<file path="src/pkg/epw_defs.svh">
`ifndef EPW_DEFS_SVH
`define EPW_DEFS_SVH

// Clock rate in MHz
`define EPW_CLK_NS          100
`define EPW_CLK_PERIOD_NS   10
// Strobe timing, figures in ns
`define EPW_T_WP_NS         100
`define EPW_T_WPH_NS        50
`define EPW_T_AS_NS         10
`define EPW_T_AH_NS         50
`define EPW_T_OE_NS         150
`define EPW_T_OEHP_NS       150
// Least times round up to whole cycles, then one more cycle is added
`define EPW_CYC(ns)         ((((ns) + `EPW_CLK_PERIOD_NS - 1) / `EPW_CLK_PERIOD_NS) + 1)
// Byte load window in us, host keeps a margin of one third
`define EPW_BLC_US          150
`define EPW_BLC_SAFE_CYC    ((`EPW_BLC_US * 1000 / `EPW_CLK_PERIOD_NS) * 2 / 3)
// Longest write period in ms, used as poll timeout
`define EPW_WC_MS           10
`define EPW_WC_CYC          (`EPW_WC_MS * 1000000 / `EPW_CLK_PERIOD_NS)
// Page and data shape
`define EPW_PAGE_MAX        128
`define EPW_ADDR_W          19
`define EPW_DATA_W          8
`define EPW_PAGE_LSB        7
`define EPW_TOGGLE_BIT      6
// Protection command addresses and bytes
`define EPW_CMD_ADDR_A      19'h05555
`define EPW_CMD_ADDR_B      19'h02AAA
`define EPW_CMD_BYTE_A      8'hAA
`define EPW_CMD_BYTE_B      8'h55
`define EPW_CMD_PROT_ON     8'hA0
`define EPW_CMD_PROT_OFF_1  8'h80
`define EPW_CMD_PROT_OFF_2  8'h20
// Fixed command address width and sequence lengths
`define EPW_CMD_ADDR_W      15
`define EPW_CMD_LEN_ON      3
`define EPW_CMD_LEN_OFF     6

`endif

</file>
<file path="src/pkg/epw_pkg.sv">
package epw_pkg;

	typedef enum logic [1:0] {
		EPW_OP_PLAIN    = 2'b00,
		EPW_OP_PROT_ON  = 2'b01,
		EPW_OP_PROT_OFF = 2'b10,
		EPW_OP_READ     = 2'b11
	} epw_op_e;

	typedef enum logic [3:0] {
		EPW_ST_IDLE   = 4'b0000,
		EPW_ST_CMD    = 4'b0001,
		EPW_ST_NEXT   = 4'b0010,
		EPW_ST_DATA   = 4'b0011,
		EPW_ST_POLL   = 4'b0100,
		EPW_ST_READ   = 4'b0101,
		EPW_ST_DONE   = 4'b0110
	} epw_state_e;

	typedef enum logic [1:0] {
		EPW_CYC_IDLE  = 2'b00,
		EPW_CYC_SETUP = 2'b01,
		EPW_CYC_ACT   = 2'b10,
		EPW_CYC_HOLD  = 2'b11
	} epw_cyc_e;

endpackage

</file>
<file path="src/rtl/epw_strobe.sv">
`timescale 1ns/1ps
`default_nettype none
`include "epw_defs.svh"

module epw_strobe
	import epw_pkg::*;
(
	// Clock and reset
	input  wire logic                    ref_clk_i,
	input  wire logic                    rst_n_i,
	// Request
	input  wire logic                    start_i,
	input  wire logic                    is_read_i,
	input  wire logic [`EPW_ADDR_W-1:0]  addr_i,
	input  wire logic [`EPW_DATA_W-1:0]  wdata_i,
	output logic                         done_o,
	output logic [`EPW_DATA_W-1:0]       rdata_o,
	// Pins
	output logic                         ce_n_o,
	output logic                         oe_n_o,
	output logic                         we_n_o,
	output logic [`EPW_ADDR_W-1:0]       addr_o,
	output logic [`EPW_DATA_W-1:0]       dq_o,
	output logic                         dq_oe_o,
	input  wire logic [`EPW_DATA_W-1:0]  dq_i
);

	localparam logic [7:0] SETUP_CYC = 8'(`EPW_CYC(`EPW_T_AS_NS));
	localparam logic [7:0] WP_CYC    = 8'(`EPW_CYC(`EPW_T_WP_NS));
	localparam logic [7:0] RD_CYC    = 8'(`EPW_CYC(`EPW_T_OE_NS));
	localparam logic [7:0] HOLD_CYC  = 8'(`EPW_CYC(`EPW_T_OEHP_NS));

	epw_cyc_e                   st_q;
	logic [7:0]                 cnt_q;
	logic                       rd_q;
	logic [`EPW_DATA_W-1:0]     dq_s1_q;
	logic [`EPW_DATA_W-1:0]     dq_s2_q;

	wire cnt_zero = (cnt_q == 8'h00);

	// ---------------------------------------------------------------
	// Data pin synchroniser, read data is sampled before release
	// ---------------------------------------------------------------
	always_ff @(posedge ref_clk_i or negedge rst_n_i) begin
		if (!rst_n_i) begin
			dq_s1_q <= 8'h00;
			dq_s2_q <= 8'h00;
		end else begin
			dq_s1_q <= dq_i;
			dq_s2_q <= dq_s1_q;
		end
	end

	// ---------------------------------------------------------------
	// One strobe cycle: setup, active, hold
	// ---------------------------------------------------------------
	always_ff @(posedge ref_clk_i or negedge rst_n_i) begin
		if (!rst_n_i) begin
			st_q    <= EPW_CYC_IDLE;
			cnt_q   <= 8'h00;
			rd_q    <= 1'b0;
			done_o  <= 1'b0;
			rdata_o <= 8'h00;
			ce_n_o  <= 1'b1;
			oe_n_o  <= 1'b1;
			we_n_o  <= 1'b1;
			addr_o  <= '0;
			dq_o    <= 8'h00;
			dq_oe_o <= 1'b0;
		end else begin
			done_o <= 1'b0;
			if (!cnt_zero) cnt_q <= cnt_q - 8'h01;
			case (st_q)
				EPW_CYC_IDLE: begin
					if (start_i) begin
						// Address settles before OE or WE falls, chip select falls with it
						rd_q    <= is_read_i;
						addr_o  <= addr_i;
						dq_o    <= wdata_i;
						dq_oe_o <= !is_read_i;
						ce_n_o  <= 1'b0;
						cnt_q   <= SETUP_CYC;
						st_q    <= EPW_CYC_SETUP;
					end
				end
				EPW_CYC_SETUP: begin
					if (cnt_zero) begin
						oe_n_o <= !rd_q;
						we_n_o <= rd_q;
						cnt_q  <= rd_q ? RD_CYC : WP_CYC;
						st_q   <= EPW_CYC_ACT;
					end
				end
				EPW_CYC_ACT: begin
					if (cnt_zero) begin
						if (rd_q) rdata_o <= dq_s2_q;
						oe_n_o <= 1'b1;
						we_n_o <= 1'b1;
						cnt_q  <= HOLD_CYC;
						st_q   <= EPW_CYC_HOLD;
					end
				end
				EPW_CYC_HOLD: begin
					// Bank select and address stay until chip select rises
					if (cnt_zero) begin
						ce_n_o  <= 1'b1;
						dq_oe_o <= 1'b0;
						done_o  <= 1'b1;
						st_q    <= EPW_CYC_IDLE;
					end
				end
				default: st_q <= EPW_CYC_IDLE;
			endcase
		end
	end

endmodule

`default_nettype wire

</file>
<file path="src/rtl/epw_host.sv">
// What this block does
// - Read: CE, OE low, WE high; write: CE, WE low, OE high.
// - A page carries one to 128 bytes loaded one after another.
// - Page address bits stay the same for every byte of the page.
// - First three command bytes use the fixed command addresses on the low 15 lines.
// - Bank select lines stay stable while write or chip select is low.
// - Each next byte starts inside the byte load window.
// - Polling keeps one constant address throughout.
// - Command bytes go on data lines with line seven most significant.
`timescale 1ns/1ps
`default_nettype none
`include "epw_defs.svh"

module epw_host
	import epw_pkg::*;
#(
	parameter int unsigned BLC_SAFE_CYC = `EPW_BLC_SAFE_CYC,
	parameter int unsigned WC_CYC       = `EPW_WC_CYC
)
(
	// Clock and reset
	input  wire logic                    ref_clk_i,
	input  wire logic                    rst_n_i,
	// Command port
	input  wire logic                    req_i,
	input  wire epw_op_e                 op_i,
	input  wire logic [`EPW_ADDR_W-1:0]  addr_i,
	input  wire logic [7:0]              count_i,
	output logic                         busy_o,
	output logic                         done_o,
	output logic                         timeout_o,
	output logic [`EPW_DATA_W-1:0]       rdata_o,
	// Write data stream, one byte per accepted beat
	input  wire logic                    wvalid_i,
	input  wire logic [`EPW_DATA_W-1:0]  wdata_i,
	output logic                         wready_o,
	// Device pins
	output logic                         ce_n_o,
	output logic                         oe_n_o,
	output logic                         we_n_o,
	output logic [`EPW_ADDR_W-1:0]       addr_o,
	output logic [`EPW_DATA_W-1:0]       dq_o,
	output logic                         dq_oe_o,
	input  wire logic [`EPW_DATA_W-1:0]  dq_i
);

	epw_state_e                 st_q;
	epw_op_e                    op_q;
	logic [`EPW_ADDR_W-1:0]     base_q;
	logic [7:0]                 left_q;
	logic [7:0]                 offs_q;
	logic [2:0]                 cmd_idx_q;
	logic [31:0]                gap_q;
	logic [31:0]                wc_q;
	logic                       tog_q;
	logic                       tog_vld_q;
	logic                       cyc_start_q;
	logic                       cyc_read_q;
	logic [`EPW_ADDR_W-1:0]     cyc_addr_q;
	logic [`EPW_DATA_W-1:0]     cyc_data_q;
	logic                       cyc_done;
	logic [`EPW_DATA_W-1:0]     cyc_rdata;

	// ---------------------------------------------------------------
	// Command sequence tables
	// ---------------------------------------------------------------
	wire [2:0] cmd_len = (op_q == EPW_OP_PROT_OFF) ?
		3'(`EPW_CMD_LEN_OFF) : 3'(`EPW_CMD_LEN_ON);
	wire       cmd_lo  = (cmd_idx_q == 3'h1) || (cmd_idx_q == 3'h4);
	wire       cmd_hi  = (cmd_idx_q == 3'h0) || (cmd_idx_q == 3'h3);
	wire [`EPW_ADDR_W-1:0] cmd_fix = cmd_lo ? `EPW_CMD_ADDR_B : `EPW_CMD_ADDR_A;
	// Upper lines follow the target page, else the commands reach another bank
	wire [`EPW_ADDR_W-1:0] cmd_addr =
		{base_q[`EPW_ADDR_W-1:`EPW_CMD_ADDR_W], cmd_fix[`EPW_CMD_ADDR_W-1:0]};
	wire [`EPW_DATA_W-1:0] cmd_last = (op_q == EPW_OP_PROT_OFF) ?
		`EPW_CMD_PROT_OFF_2 : `EPW_CMD_PROT_ON;
	wire [`EPW_DATA_W-1:0] cmd_byte =
		cmd_hi ? `EPW_CMD_BYTE_A :
		cmd_lo ? `EPW_CMD_BYTE_B :
		(cmd_idx_q == 3'h2 && op_q == EPW_OP_PROT_OFF) ? `EPW_CMD_PROT_OFF_1 :
		cmd_last;

	// Page bits come from the base, only the low seven bits advance
	wire [`EPW_ADDR_W-1:0] data_addr =
		{base_q[`EPW_ADDR_W-1:`EPW_PAGE_LSB], offs_q[`EPW_PAGE_LSB-1:0]};
	wire [7:0] page_max = 8'(`EPW_PAGE_MAX);
	// Count 0 means a full page, larger is clipped
	wire [7:0] page_cnt = (count_i == 8'h00 || count_i > page_max) ? page_max : count_i;
	wire gap_late  = (gap_q >= BLC_SAFE_CYC);
	wire tog_now   = cyc_rdata[`EPW_TOGGLE_BIT];
	wire tog_same  = tog_vld_q && (tog_now == tog_q);
	wire wc_over   = (wc_q >= WC_CYC);
	wire take_byte = (st_q == EPW_ST_NEXT) && wvalid_i && !gap_late;

	// ---------------------------------------------------------------
	// Sequencer
	// ---------------------------------------------------------------
	always_ff @(posedge ref_clk_i or negedge rst_n_i) begin
		if (!rst_n_i) begin
			st_q        <= EPW_ST_IDLE;
			op_q        <= EPW_OP_PLAIN;
			base_q      <= '0;
			left_q      <= 8'h00;
			offs_q      <= 8'h00;
			cmd_idx_q   <= 3'd0;
			gap_q       <= 32'd0;
			wc_q        <= 32'd0;
			tog_q       <= 1'b0;
			tog_vld_q   <= 1'b0;
			cyc_start_q <= 1'b0;
			cyc_read_q  <= 1'b0;
			cyc_addr_q  <= '0;
			cyc_data_q  <= 8'h00;
			busy_o      <= 1'b0;
			done_o      <= 1'b0;
			timeout_o   <= 1'b0;
			rdata_o     <= 8'h00;
			wready_o    <= 1'b0;
		end else begin
			cyc_start_q <= 1'b0;
			done_o      <= 1'b0;
			wready_o    <= 1'b0;
			if (st_q == EPW_ST_NEXT || st_q == EPW_ST_DATA) gap_q <= gap_q + 32'd1;
			if (st_q == EPW_ST_POLL) wc_q <= wc_q + 32'd1;
			case (st_q)
				EPW_ST_IDLE: begin
					if (req_i) begin
						op_q      <= op_i;
						base_q    <= addr_i;
						left_q    <= page_cnt;
						offs_q    <= {1'b0, addr_i[`EPW_PAGE_LSB-1:0]};
						cmd_idx_q <= 3'd0;
						busy_o    <= 1'b1;
						timeout_o <= 1'b0;
						if (op_i == EPW_OP_READ) begin
							cyc_start_q <= 1'b1;
							cyc_read_q  <= 1'b1;
							cyc_addr_q  <= addr_i;
							st_q        <= EPW_ST_READ;
						end else if (op_i == EPW_OP_PLAIN) begin
							gap_q <= 32'd0;
							st_q  <= EPW_ST_NEXT;
						end else begin
							st_q <= EPW_ST_CMD;
						end
					end
				end
				EPW_ST_CMD: begin
					// Command bytes follow each other well inside the window
					cyc_start_q <= 1'b1;
					cyc_read_q  <= 1'b0;
					cyc_addr_q  <= cmd_addr;
					cyc_data_q  <= cmd_byte;
					cmd_idx_q   <= cmd_idx_q + 3'd1;
					st_q        <= EPW_ST_DATA;
				end
				EPW_ST_NEXT: begin
					if (take_byte) begin
						wready_o    <= 1'b1;
						cyc_start_q <= 1'b1;
						cyc_read_q  <= 1'b0;
						cyc_addr_q  <= data_addr;
						cyc_data_q  <= wdata_i;
						offs_q      <= offs_q + 8'h01;
						left_q      <= left_q - 8'h01;
						st_q        <= EPW_ST_DATA;
					end else if (gap_late) begin
						// Source too slow: page closes early, device starts writing
						wc_q      <= 32'd0;
						tog_vld_q <= 1'b0;
						st_q      <= EPW_ST_POLL;
					end
				end
				EPW_ST_DATA: begin
					if (cyc_done) begin
						gap_q <= 32'd0;
						if (cmd_idx_q != 3'd0 && cmd_idx_q < cmd_len) begin
							st_q <= EPW_ST_CMD;
						end else if (left_q != 8'h00) begin
							cmd_idx_q <= 3'd0;
							st_q      <= EPW_ST_NEXT;
						end else begin
							cmd_idx_q <= 3'd0;
							wc_q      <= 32'd0;
							tog_vld_q <= 1'b0;
							st_q      <= EPW_ST_POLL;
						end
					end
				end
				EPW_ST_POLL: begin
					if (!cyc_start_q && cyc_done) begin
						tog_q     <= tog_now;
						tog_vld_q <= 1'b1;
						if (tog_same) begin
							st_q <= EPW_ST_DONE;
						end else if (wc_over) begin
							timeout_o <= 1'b1;
							st_q      <= EPW_ST_DONE;
						end else begin
							cyc_start_q <= 1'b1;
						end
					end else if (!tog_vld_q && !cyc_start_q && wc_q == 32'd0) begin
						// Same address for every poll read
						cyc_start_q <= 1'b1;
						cyc_read_q  <= 1'b1;
						cyc_addr_q  <= base_q;
					end
				end
				EPW_ST_READ: begin
					if (cyc_done) begin
						rdata_o <= cyc_rdata;
						st_q    <= EPW_ST_DONE;
					end
				end
				EPW_ST_DONE: begin
					busy_o <= 1'b0;
					done_o <= 1'b1;
					st_q   <= EPW_ST_IDLE;
				end
				default: st_q <= EPW_ST_IDLE;
			endcase
		end
	end

	// ---------------------------------------------------------------
	// Pin cycle engine
	// ---------------------------------------------------------------
	epw_strobe u_strobe (
		.ref_clk_i (ref_clk_i),
		.rst_n_i   (rst_n_i),
		.start_i   (cyc_start_q),
		.is_read_i (cyc_read_q),
		.addr_i    (cyc_addr_q),
		.wdata_i   (cyc_data_q),
		.done_o    (cyc_done),
		.rdata_o   (cyc_rdata),
		.ce_n_o    (ce_n_o),
		.oe_n_o    (oe_n_o),
		.we_n_o    (we_n_o),
		.addr_o    (addr_o),
		.dq_o      (dq_o),
		.dq_oe_o   (dq_oe_o),
		.dq_i      (dq_i)
	);

endmodule

`default_nettype wire

</file>
<file path="config.mk">
export PLATFORM = sky130hd
export DESIGN_NAME = epw_host
export DESIGN_NICKNAME = d
export VERILOG_FILES = /design/src/pkg/epw_pkg.sv /design/src/rtl/epw_strobe.sv /design/src/rtl/epw_host.sv
export VERILOG_INCLUDE_DIRS = /design/src /design/src/pkg
export SDC_FILE = /design/constraint.sdc
export NUM_CORES = 1
export LEC_CHECK = 0
export BUFFER_PORTS_ARGS = -buffer_cell sky130_fd_sc_hd__buf_2
export CAP_MARGIN = 20
export CORE_AREA = 2 2 163 165
export CTS_BUF_LIST = sky130_fd_sc_hd__clkbuf_4 sky130_fd_sc_hd__clkbuf_8
export DETAILED_ROUTE_END_ITERATION = 7
export DIE_AREA = 0 0 165 167
export PLACE_DENSITY = 0.53
export SYNTH_ARGS = -nofsm -noshare
export SYNTH_HDL_FRONTEND = slang
export SYNTH_HIERARCHICAL = 1
export SYNTH_SLANG_ARGS = --single-unit
</file>
<file path="constraint.sdc">
create_clock -name ref_clk_i -period 7.8 [get_ports ref_clk_i]
set_input_delay 1.56 -clock ref_clk_i [delete_from_list [all_inputs] [get_ports ref_clk_i]]
set_output_delay 1.56 -clock ref_clk_i [all_outputs]
set_load 0.01 [all_outputs]
</file>
# Word-level counts from Yosys, hierarchy flattened
# Index checks and enable logic that the tools add are counted.
# totals
output_inout_bits,43
wordCells,233
reg_bits,218
in_bits,49
# classes
add_sub_neg,6
mux,104
magnitude_cmp,4
n_eq_ne,36
n_reduce_logical,51
# op_table
op,n
2-to-1 mux 32 bit,11
one-hot mux 32 bit (2 select lines),2
2-to-1 mux 8 bit,14
2-to-1 mux 19 bit,5
one-hot mux 19 bit (4 select lines),1
adder 32 x 1 -> 32 bit (second input constant),2
one-hot mux 8 bit (2 select lines),3
2-to-1 mux 1 bit,33
greater-or-equal comparator 32 x 14 -> 1 bit (second input constant),1
greater-or-equal comparator 32 x 20 -> 1 bit (second input constant),1
zero test 32 bit,1
2-to-1 mux 4 bit,8
one-hot mux 4 bit (6 select lines),1
one-hot mux 8 bit (3 select lines),1
inequality test 2 bit (second input constant),11
2-to-1 mux 3 bit,7
zero test 8 bit,2
subtractor 8 x 1 -> 8 bit (second input constant),2
2-to-1 mux 15 bit,1
inequality test 2 x 1 -> 1 bit (second input constant),7
== test 4 x 3 -> 1 bit (second input constant),3
one-hot mux 1 bit (2 select lines),6
AND reduction 2 bit,6
AND reduction 3 bit,4
other kinds (33),68

# Depth between registers and ports, before layout
# Gate-level depths: netlist (run 1).
# logic_depth
depth_word,7
depth_mapped,9
ltp_nobuf,8

# Cells and area by module
# Netlist (run 1), hierarchy kept.
# by_module_without_submodules
module,area_each_um2,cells_each,n_inst,seq_area_each_um2
epw_host,7536.0,769,1,3728.6
epw_strobe,2646.3,186,1,1680.4

# Worst setup path before layout (run 1)
# Ideal clock, no wire load.
# synth_path
path_kind,input -> register
startpoint,input req_i
endpoint,register cyc_addr_q[10]
setup_time_ns,0.127
slack_ns,4.738
t_arrival_ns,2.934
path_buffers,1
cell_stages,6
required_ns,7.673
path_cell_list,o211ai_1 -> nor2_1 -> a31oi_1 -> nand2_4 -> buf_6 -> mux2_1
# synth_between
elab_chain_cells,2
# synth_lines
item,line_no,text
from (decl),epw_host.sv:25,"input wire logic req_i,"
inequality test 2 bit (no source line),n/a,
AND reduction 6 bit (no source line),n/a,
to (signal assigned),epw_host.sv:138,cyc_addr_q <= addr_i;
to (signal assigned),epw_host.sv:152,cyc_addr_q <= cmd_addr;
to (signal assigned),epw_host.sv:162,cyc_addr_q <= data_addr;
to (decl),epw_host.sv:59,logic [`EPW_ADDR_W-1:0] cyc_addr_q;
# Every way passes these cells.
# A chain may end at the register's enable or synchronous reset.

==> results of run 1 <==
==> stage by stage <==
stage               setup WS, ps  power, uW  utilization (%)  hold WS, ps  instance area, sq um
floorplan                   4740       2750                -          331                 10200
global placement            4290       3150             42.7          333                 11000
detailed placement          4250       3180             42.7          335                 11000
CTS                         4450       4390             46.2          339                 11900
global route                4240       4640             46.2          344                 11900
finish                      4460       4320             46.2          333                 11900
==> path summary, 6_finish.rpt <==
| kind | slack, ps | startpoint | cells past startpoint | to |
|---|---|---|---|---|
| min in group asynchronous | 1130 | rst_n_i | 1 | done_o |
| max in group asynchronous | 5270 | rst_n_i | 2 | u_strobe/addr_o[18] |
| setup reg to reg | 4460 | st_q[1] | 7 | cyc_addr_q[1] |
| hold / removal | 330 | u_strobe/dq_s1_q[6] | 0 | u_strobe/dq_s2_q[6] |
| hold reg to reg | 330 | u_strobe/dq_s1_q[6] | 0 | u_strobe/dq_s2_q[6] |
| setup / recovery | 4460 | st_q[1] | 7 | cyc_addr_q[1] |
==> sequential cells by signal (all words and copies together), names as in the netlist, 2 cells and up <==
name / count
cyc_addr_q: 19
u_strobe/st_q: 2
offs_q: 7
base_q: 19
u_strobe/dq_s2_q: 8
cyc_data_q: 8
u_strobe/cnt_q: 8
u_strobe/dq_o: 8
st_q: 3
left_q: 8
rdata_o: 8
gap_q: 32
u_strobe/rdata_o: 8
wc_q: 32
cmd_idx_q: 3
op_q: 2
u_strobe/dq_s1_q: 8
u_strobe/addr_o: 19
==> routing by layer <==
layer,up-vias,part of all wire [%]
met1,3614,47
met4,6,2.5
met5,-,0.17
met2,115,46
met3,52,4.6
li1,3582,-
==> area by class of cell <==
| type | instances | area, sq um |
|---|---|---|
| inverter | 30 | 118 |
| clock buffer | 65 | 832 |
| clock inverter | 5 | 55.1 |
| fill | 2409 | 13900 |
| sequential | 216 | 5410 |
| tap | 335 | 419 |
| multi-input combinational | 674 | 4520 |
| timing repair buffer | 101 | 541 |
==> power by group through the flow <==
stage | Combinational (uW) | Sequential [uW] | Clock [uW]
6_report | 1450 | 1700 | 1180
5_1_grt | 1630 | 1750 | 1270
4_1_cts | 1470 | 1700 | 1220
3_5_place_dp | 1460 | 1710 | 0
3_3_place_gp | 1440 | 1710 | 0
2_1_floorplan | 1100 | 1650 | 0
==> cell usage in the layout (no fill, tap or decap), types with 6 or more instances in the layout <==
cell type  instances
buf_2             90
buf_4             10
a21oi_1           32
mux2_1            10
inv_1             29
mux2_2            81
nand2b_1           7
and3_1            10
nor3_1            11
and4_1             6
nand2_1           94
xnor2_1           15
or3_1              8
xor2_1            48
ha_1              20
o22ai_1            6
nand3_1           30
clkbuf_4          10
or2_2              6
nor2_1           114
dfrtp_1          213
a22oi_1           12
nand4_1           29
a31oi_1           10
nor2b_1            7
nor4_1            13
clkbuf_8          55
o21ai_0           33
==> kinds of logic (layout without fill, tap and decap cells) <==
group,Yosys count,count (layout),synth area share (%)
AO/OA/AOI/OAI,134,134,8.58
adder cells (fa/ha/maj),20,20,2.46
XOR/XNOR,63,63,5.42
AND/OR/NAND/NOR,363,363,17.4
flip-flops,216,216,53.1
buffers and inverters,65,201,2.63
multiplexers,94,94,10.4
==> critical path: stages (launching register included) <==
cell	delay, ps
dfrtp_1	740
nor3b_2	270
buf_4	350
nand4_1	220
a2111oi_4	690
nor2_2	250
nand2_4	320
mux2_2	380
==> flow_summary_export.csv, run 1 <==
group,metric,value,unit
floorplanning,rows,59,
sta,maxSlewViolCount,0,
grt,grt_pass1_wl,38200,microns
worst_setup_path,cp-end-kind,"register",
grt,busiest_layer,"met2",
cts,clk_latency,550,ps
outcome,status,"finished, final reports clean",
grt,use_met1,23.2,%
sta,tns,0,ps
layout,drive_gt1_share,25.5,%
sta,finalSetupViolCount,0,
cts,clk_pin_slew_worst_paths,60,ps
place,hpwlAfterDp,15300,microns
grt,grtUsageMet2,27.1,%
synth,synth_most_common_cell,"dfrtp_1",
power_and_ir_drop,vdd_drop_max,0.000183,V
floorplanning,die_w,165,microns
power_and_ir_drop,combPwrFrac,33.5,%
synth,synth_common_cells,"213 x dfrtp_1, 115 x nor2_1, 94 x nand2_1",
job,drv_cap,0,
power_and_ir_drop,power.density,363,mW/mm^2
sta,fin_crit_sh,42.8,%
detailed_routing,wl_per_cell,16.1,microns
power_and_ir_drop,p_leak,0.00560,uW
sta,slew_headroom,33.2,%
synth,synth_area_leaders,"dfrtp_1 52%, mux2_2 9.0%, nor2_1 4.2%",
synth,syn_inst,955,
floorplanning,boundaryPins,92,
synth,seq_area_frac_synth,53.1,%
sta,fin_crit,3340,ps
synth,ys.flop_type,"dfrtp_1",
cts,htree_levels,2,
floorplanning,fp.dieH,167,microns
synth,synth.net_count,1024,
synth,postSynth.asyncResetShare,100,%
power_and_ir_drop,power_switching,1490,uW
grt,grt_pass1_vias,7528,
grt,gr-usage-all-layers,17.2,%
layout,final_nets,1132,
detailed_routing,first_pass_iters,5,
sta,worst_pin_slew,1000,ps
worst_setup_path,cp_data_required_time,8220,ps
synth,synth_top_area_share,52.3,%
cts,clockBufferDepth,3,
cts,cts_root_buffer,"clkbuf_8",
worst_setup_path,start_kind,"register",
grt,grt_start_max_net_pins,119,
power_and_ir_drop,pwr-share-clk,27.2,%
synth,syn_area_per_cell,10.7,sq um
place,place_congestion,0.776,
layout,synthToLayoutAreaGrowth,16.8,%
detailed_routing,via_count,7369,
cts,cts.repair.resized,0,
power_and_ir_drop,pwr-share-seq,39.3,%
floorplanning,initial_core_util,39.5,%
grt,use_met3,4.21,%
cts,ctsHoldBuffers,0,
synth,synth-seq-cells,216,
grt,antenna_found_initial,3,
cts,cts_made_buffers,40,
detailed_routing,post-route-drc-count,0,
detailed_routing,routed_wl,22900,microns
power_and_ir_drop,internal-power,2820,uW
synth,netlist_area,0.0102,sq mm
worst_setup_path,crit_fanout,29,
synth,synth-edff-count,0,
cts,post_cts_buffers,0,
sta,hold_viol_final,0,
grt,globalRouteOverflowTotal,0,
layout,diodes,0,
layout,fin_cells,1426,
sta,skew,32.9,ps
synth,yosysTopAreaCell,"dfrtp_1",
power_and_ir_drop,p_sw_share,34.6,%
sta,timing.fmax,300,MHz
synth,synth.distinct_cells,68,
worst_setup_path,timing.setup.critical_path_class,"reg2reg",
detailed_routing,drt_iter0_markers,405,
detailed_routing,ant_nets,0,
cts,cts_tree,"yes",
sta,rsz0062_at_grt,"no",
synth,ys_warn_count,6,
worst_hold_path,min_path_type,"reg2reg",
cts,cts.sinks,216,
worst_setup_path,cp_data_arrival_time,3760,ps
floorplanning,dieArea,0.0276,sq mm
detailed_routing,viasPerCell,5.17,
place,port_buffers,91,
place,dpl.cell_count,1356,
floorplanning,core,0.0258,sq mm
(Power assumes the default switching activity.)
==> inputs of run 2 (changes only) <==
- PLACE_DENSITY: 0.53 -> 0.55
- clock period: 7.8 -> 2.9 ns (I/O delays scaled with it)
==> flow_summary_export.csv, run 2 (synthesis gave the netlist of run 1 again) <==
group,metric,value,unit
cts,cts_root_buffer,"clkbuf_8",
grt,grt_start_max_net_pins,72,
floorplanning,die_w,165,microns
cts,htree_levels,2,
detailed_routing,drt_iter0_markers,412,
cts,cts_made_buffers,39,
grt,globalRouteOverflowTotal,0,
layout,drive_gt1_share,26.6,%
detailed_routing,first_pass_iters,4,
detailed_routing,via_count,7364,
floorplanning,dieArea,0.0276,sq mm
cts,clk_pin_slew_worst_paths,60,ps
floorplanning,core,0.0258,sq mm
sta,worst_pin_slew,584,ps
place,hpwlAfterDp,15700,microns
power_and_ir_drop,vdd_drop_max,0.000496,V
detailed_routing,viasPerCell,5.10,
floorplanning,boundaryPins,92,
layout,synthToLayoutAreaGrowth,17.7,%
worst_setup_path,cp-end-kind,"register",
sta,hold_viol_final,0,
floorplanning,initial_core_util,39.5,%
layout,largestRegisters,"gap_q (32), wc_q (32)",
sta,tns,0,ps
layout,fin_area,0.0120,sq mm
floorplanning,rows,59,
detailed_routing,post-route-drc-count,0,
job,drv_cap,0,
worst_setup_path,cp_data_arrival_time,3150,ps
layout,final_nets,1151,
place,place_congestion,0.839,
layout,post-route-util,46.5,%
detailed_routing,routed_wl,23000,microns
worst_setup_path,critPathMaxStageDelay,540,ps
sta,fin_ws,201,ps
layout,final_cell_mix,"213 x dfrtp_1, 114 x nor2_1, 94 x nand2_1, 90 x buf_2, 81 x mux2_2",
cts,cts_tree,"yes",
worst_setup_path,cp_data_required_time,3350,ps
power_and_ir_drop,power.density,959,mW/mm^2
worst_setup_path,crit_path_start,"gap_q[28]",
place,dpl_worst_slack,80.0,ps
worst_setup_path,cp_slowest_cell,"or4_1",
worst_setup_path,crit_fanout,24,
place,dpl.cell_count,1376,
sta,slew_headroom,61.1,%
cts,post_cts_buffers,0,
cts,cts.sinks,216,
layout,diodes,0,
sta,timing.fmax,371,MHz
place,port_buffers,91,
layout,fin_cells,1443,
cts,cts.repair.resized,0,
sta,rsz0062_at_grt,"no",
cts,clk_latency,550,ps
grt,antenna_found_initial,3,
worst_setup_path,timing.setup.critical_path_class,"reg2reg",
sta,skew,21.2,ps
sta,finalSetupViolCount,0,
worst_setup_path,cp_cell_sequence,"or4_1 > or4_4 > a2111oi_4 > buf_4 > o21bai_4 > a211o_1 > o21ai_0",
sta,maxSlewViolCount,0,
sta,fin_crit,2700,ps
worst_setup_path,timing.rr.start,"gap_q[28]",
cts,clockBufferDepth,3,
grt,gr-usage-all-layers,17.3,%
grt,grt_pass1_vias,7454,
outcome,status,"finished, final reports clean",
cts,ctsHoldBuffers,0,
worst_setup_path,start_kind,"register",
detailed_routing,ant_nets,0,
detailed_routing,wl_per_cell,15.9,microns
floorplanning,fp.dieH,167,microns
sta,fin_crit_sh,93.1,%
place,place_area,0.0112,sq mm
grt,grt_pass1_wl,38500,microns
worst_hold_path,min_path_type,"in2async",
power_and_ir_drop,p_leak,0.00567,uW
layout,final_common_cell,"dfrtp_1",
[run 2: cell types whose count changed in the layout (fill, tap and decap cells not counted), sizes merged]
cell,before,now
bufinv,1,0
clkinvlp,2,1
clkinv,2,7
buf,101,121
inv,30,31
clkbuf,65,58
[run 2: per-layer routing]
| layer | track usage, % | part of all wire, % |
|---|---|---|
| met1 | 24.1 | 48 |
| met2 | 27.2 | 46 |
| met3 | 4.06 | 4.5 |
| met4 | 4.65 | 1.6 |
| met5 | 0 | 0.14 |
[run 2: path summary, 6_finish.rpt]
| check | endpoint | slack [ps] | cells after the start |
|---|---|---|---|
| setup / recovery | left_q[1] | 200 | 7 |
| hold / removal | left_q[2] | 5 | 1 |
| setup reg to reg | left_q[1] | 200 | 7 |
| hold reg to reg | u_strobe/dq_s2_q[5] | 340 | 0 |
| max in group asynchronous | cyc_addr_q[1] | 2130 | 2 |
| min in group ref_clk_i | u_strobe/dq_s1_q[7] | 140 | 1 |
[run 2: area by class of cell]
class | count | area (sq um)
Tap cell | 335 | 419
Fill cell | 2451 | 13800
Inverter | 30 | 118
Clock inverter | 9 | 62.6
Clock buffer | 58 | 729
Timing Repair Buffer | 121 | 716
Sequential cell | 216 | 5410
Multi-Input combinational cell | 674 | 4530
[run 2: power breakdown]
part           internal, uW  switching (uW)
Combinational          1910            2210
Clock                  1620            1260
Sequential             3890             598
Total                  7420            4070
[run 2: through the flow]
| step | power [uW] | hold slack, ps |
|---|---|---|
| global placement | 8620 | 333 |
| detailed placement | 8680 | 337 |
| floorplan | 7390 | 284 |
| finish | 11500 | 5.16 |
| global route | 12400 | 33.7 |
| CTS | 11600 | 5.36 |
[run 2: worst max-delay path: cells and delay by family (launching register included)]
kind | cells | cell delay, ps
buf+inv | 1 | 230
compound gates | 4 | 920
simple gates | 2 | 1050
flops | 1 | 420
==> inputs of run 3 (changes only) <==
- BUFFER_PORTS_ARGS: -buffer_cell sky130_fd_sc_hd__buf_2 -> unset
- DONT_BUFFER_PORTS: unset -> 1
- PLACE_DENSITY: 0.55 -> 0.67
==> flow_summary_export.csv, run 3 (synthesis gave the netlist of run 1 again) <==
group,metric,value,unit
worst_setup_path,crit_fanout,24,
detailed_routing,post-route-drc-count,0,
power_and_ir_drop,vdd_drop_max,0.000561,V
sta,slew_headroom,55.5,%
layout,synthToLayoutAreaGrowth,12.1,%
sta,hold_viol_final,213,
sta,fin_crit_sh,91.1,%
place,place_area,0.0106,sq mm
outcome,violations,"negative hold slack",
job,drv_cap,0,
cts,cts_tree,"yes",
worst_setup_path,timing.rr.start,"gap_q[28]",
cts,clk_latency,550,ps
layout,post-route-util,44.3,%
detailed_routing,drt_iter0_markers,531,
detailed_routing,viasPerCell,5.28,
worst_hold_path,min_path_type,"in2async",
worst_setup_path,cp_data_required_time,3280,ps
grt,globalRouteOverflowTotal,0,
layout,largestRegisters,"gap_q (32), wc_q (32)",
worst_setup_path,regToRegSetupSlack,260,ps
detailed_routing,ant_nets,0,
floorplanning,dieArea,0.0276,sq mm
layout,diodes,0,
layout,fillCellCount,2393,
detailed_routing,first_pass_iters,5,
layout,final_common_cell,"dfrtp_1",
cts,cts.sinks,216,
worst_setup_path,reg2reg_depth,7,
detailed_routing,maxUsedRoutingLayer,"met4",
layout,final_nets,1052,
worst_setup_path,cp_data_arrival_time,3020,ps
sta,timing.fmax,378,MHz
floorplanning,die_w,165,microns
grt,grt_pass1_vias,7100,
sta,fin_crit,2640,ps
place,port_buffers,0,
detailed_routing,wl_per_cell,16.4,microns
cts,cts_root_buffer,"clkbuf_8",
sta,worst_pin_slew,663,ps
power_and_ir_drop,power,11100,uW
sta,maxSlewViolCount,0,
grt,grt_start_max_net_pins,217,
cts,clk_pin_slew_worst_paths,60,ps
layout,multi_input_area,0.00453,sq mm
place,hpwlAfterDp,14700,microns
sta,skew,40.6,ps
floorplanning,rows,59,
layout,area.sequential,0.00541,sq mm
cts,cts_made_buffers,38,
layout,drive_gt1_share,19.5,%
detailed_routing,wl_met2,10500,microns
floorplanning,core,0.0258,sq mm
layout,final_cell_mix,"213 x dfrtp_1, 114 x nor2_1, 94 x nand2_1, 81 x mux2_2, 48 x xor2_1",
cts,clockBufferDepth,3,
worst_setup_path,start_kind,"register",
sta,rsz0062_at_grt,"no",
detailed_routing,via_count,7103,
grt,gr-usage-all-layers,16.6,%
layout,fin_area,0.0114,sq mm
place,place_congestion,0.856,
floorplanning,boundaryPins,92,
grt,grt_pass1_wl,37100,microns
floorplanning,fp.dieH,167,microns
worst_setup_path,reg2reg_to,"left_q[4]",
detailed_routing,routed_wl,22000,microns
worst_setup_path,timing.setup.critical_path_class,"reg2reg",
detailed_routing,wl_met1,9870,microns
outcome,status,"finished with violations",
floorplanning,initial_core_util,39.5,%
power_and_ir_drop,p_leak,0.00522,uW
sta,tns,0,ps
detailed_routing,met3_length,1200,microns
cts,htree_levels,2,
sta,finalSetupViolCount,0,
worst_setup_path,cp-end-kind,"register",
grt,antenna_found_initial,0,
power_and_ir_drop,power.density,975,mW/mm^2
sta,holdWs,-229,ps
run 3: layout make-up:
cell class | instances | share of cell area, %
sequential | 216 | 47.4
multi-input combinational | 674 | 39.7
clock buffer | 56 | 6.09
tap | 335 | 3.67
timing repair buffer | 23 | 1.51
inverter | 30 | 1.03
clock inverter | 11 | 0.647
run 3: report_power, final:
group | internal, uW | switching [uW]
sequential | 3890 | 775
combinational | 1730 | 1920
clock | 1550 | 1260
total | 7180 | 3950
run 3: how the worst max path moves through the flow:
stage	from	endpoint	slack, ps	depth (start not counted)
2_1_floorplan	gap_q[28]	cyc_addr_q[10]	170	7
3_3_place_gp	gap_q[28]	left_q[1]	160	7
3_5_place_dp	gap_q[28]	left_q[1]	130	7
4_1_cts	gap_q[28]	left_q[4]	140	7
5_1_grt	gap_q[28]	left_q[6]	90	7
6_report	gap_q[28]	left_q[4]	260	7
run 3: critical path, cell delays in order, from the launching register on:
cell and delay [ps]:
dfrtp_1 410, or4_1 530, or4_4 510, a2111oi_4 360
buf_4 230, o21bai_4 170, o21ai_0 210, o21ai_1 80
run 3: layer usage:
layer,track usage (%),vias up
li1,-,3433
met1,22.5,3506
met2,26.1,123
met3,4.48,41
met4,5.10,0
met5,0,-
run 3: what timing repair did:
item | in CTS | in global routing
resized for setup | 0 | 1
setup buffers | 0 | 0
hold endpoints to repair | 216 | 216
endpoints found under the setup margin | 0 | 4
run 3: per-stage QoR:
step / worst slack, ps / std cells
floorplan: 170 / 955
global placement: 158 / 1278
detailed placement: 130 / 1278
CTS: 144 / 1345
global route: 94.3 / 1345
finish: 258 / 1345
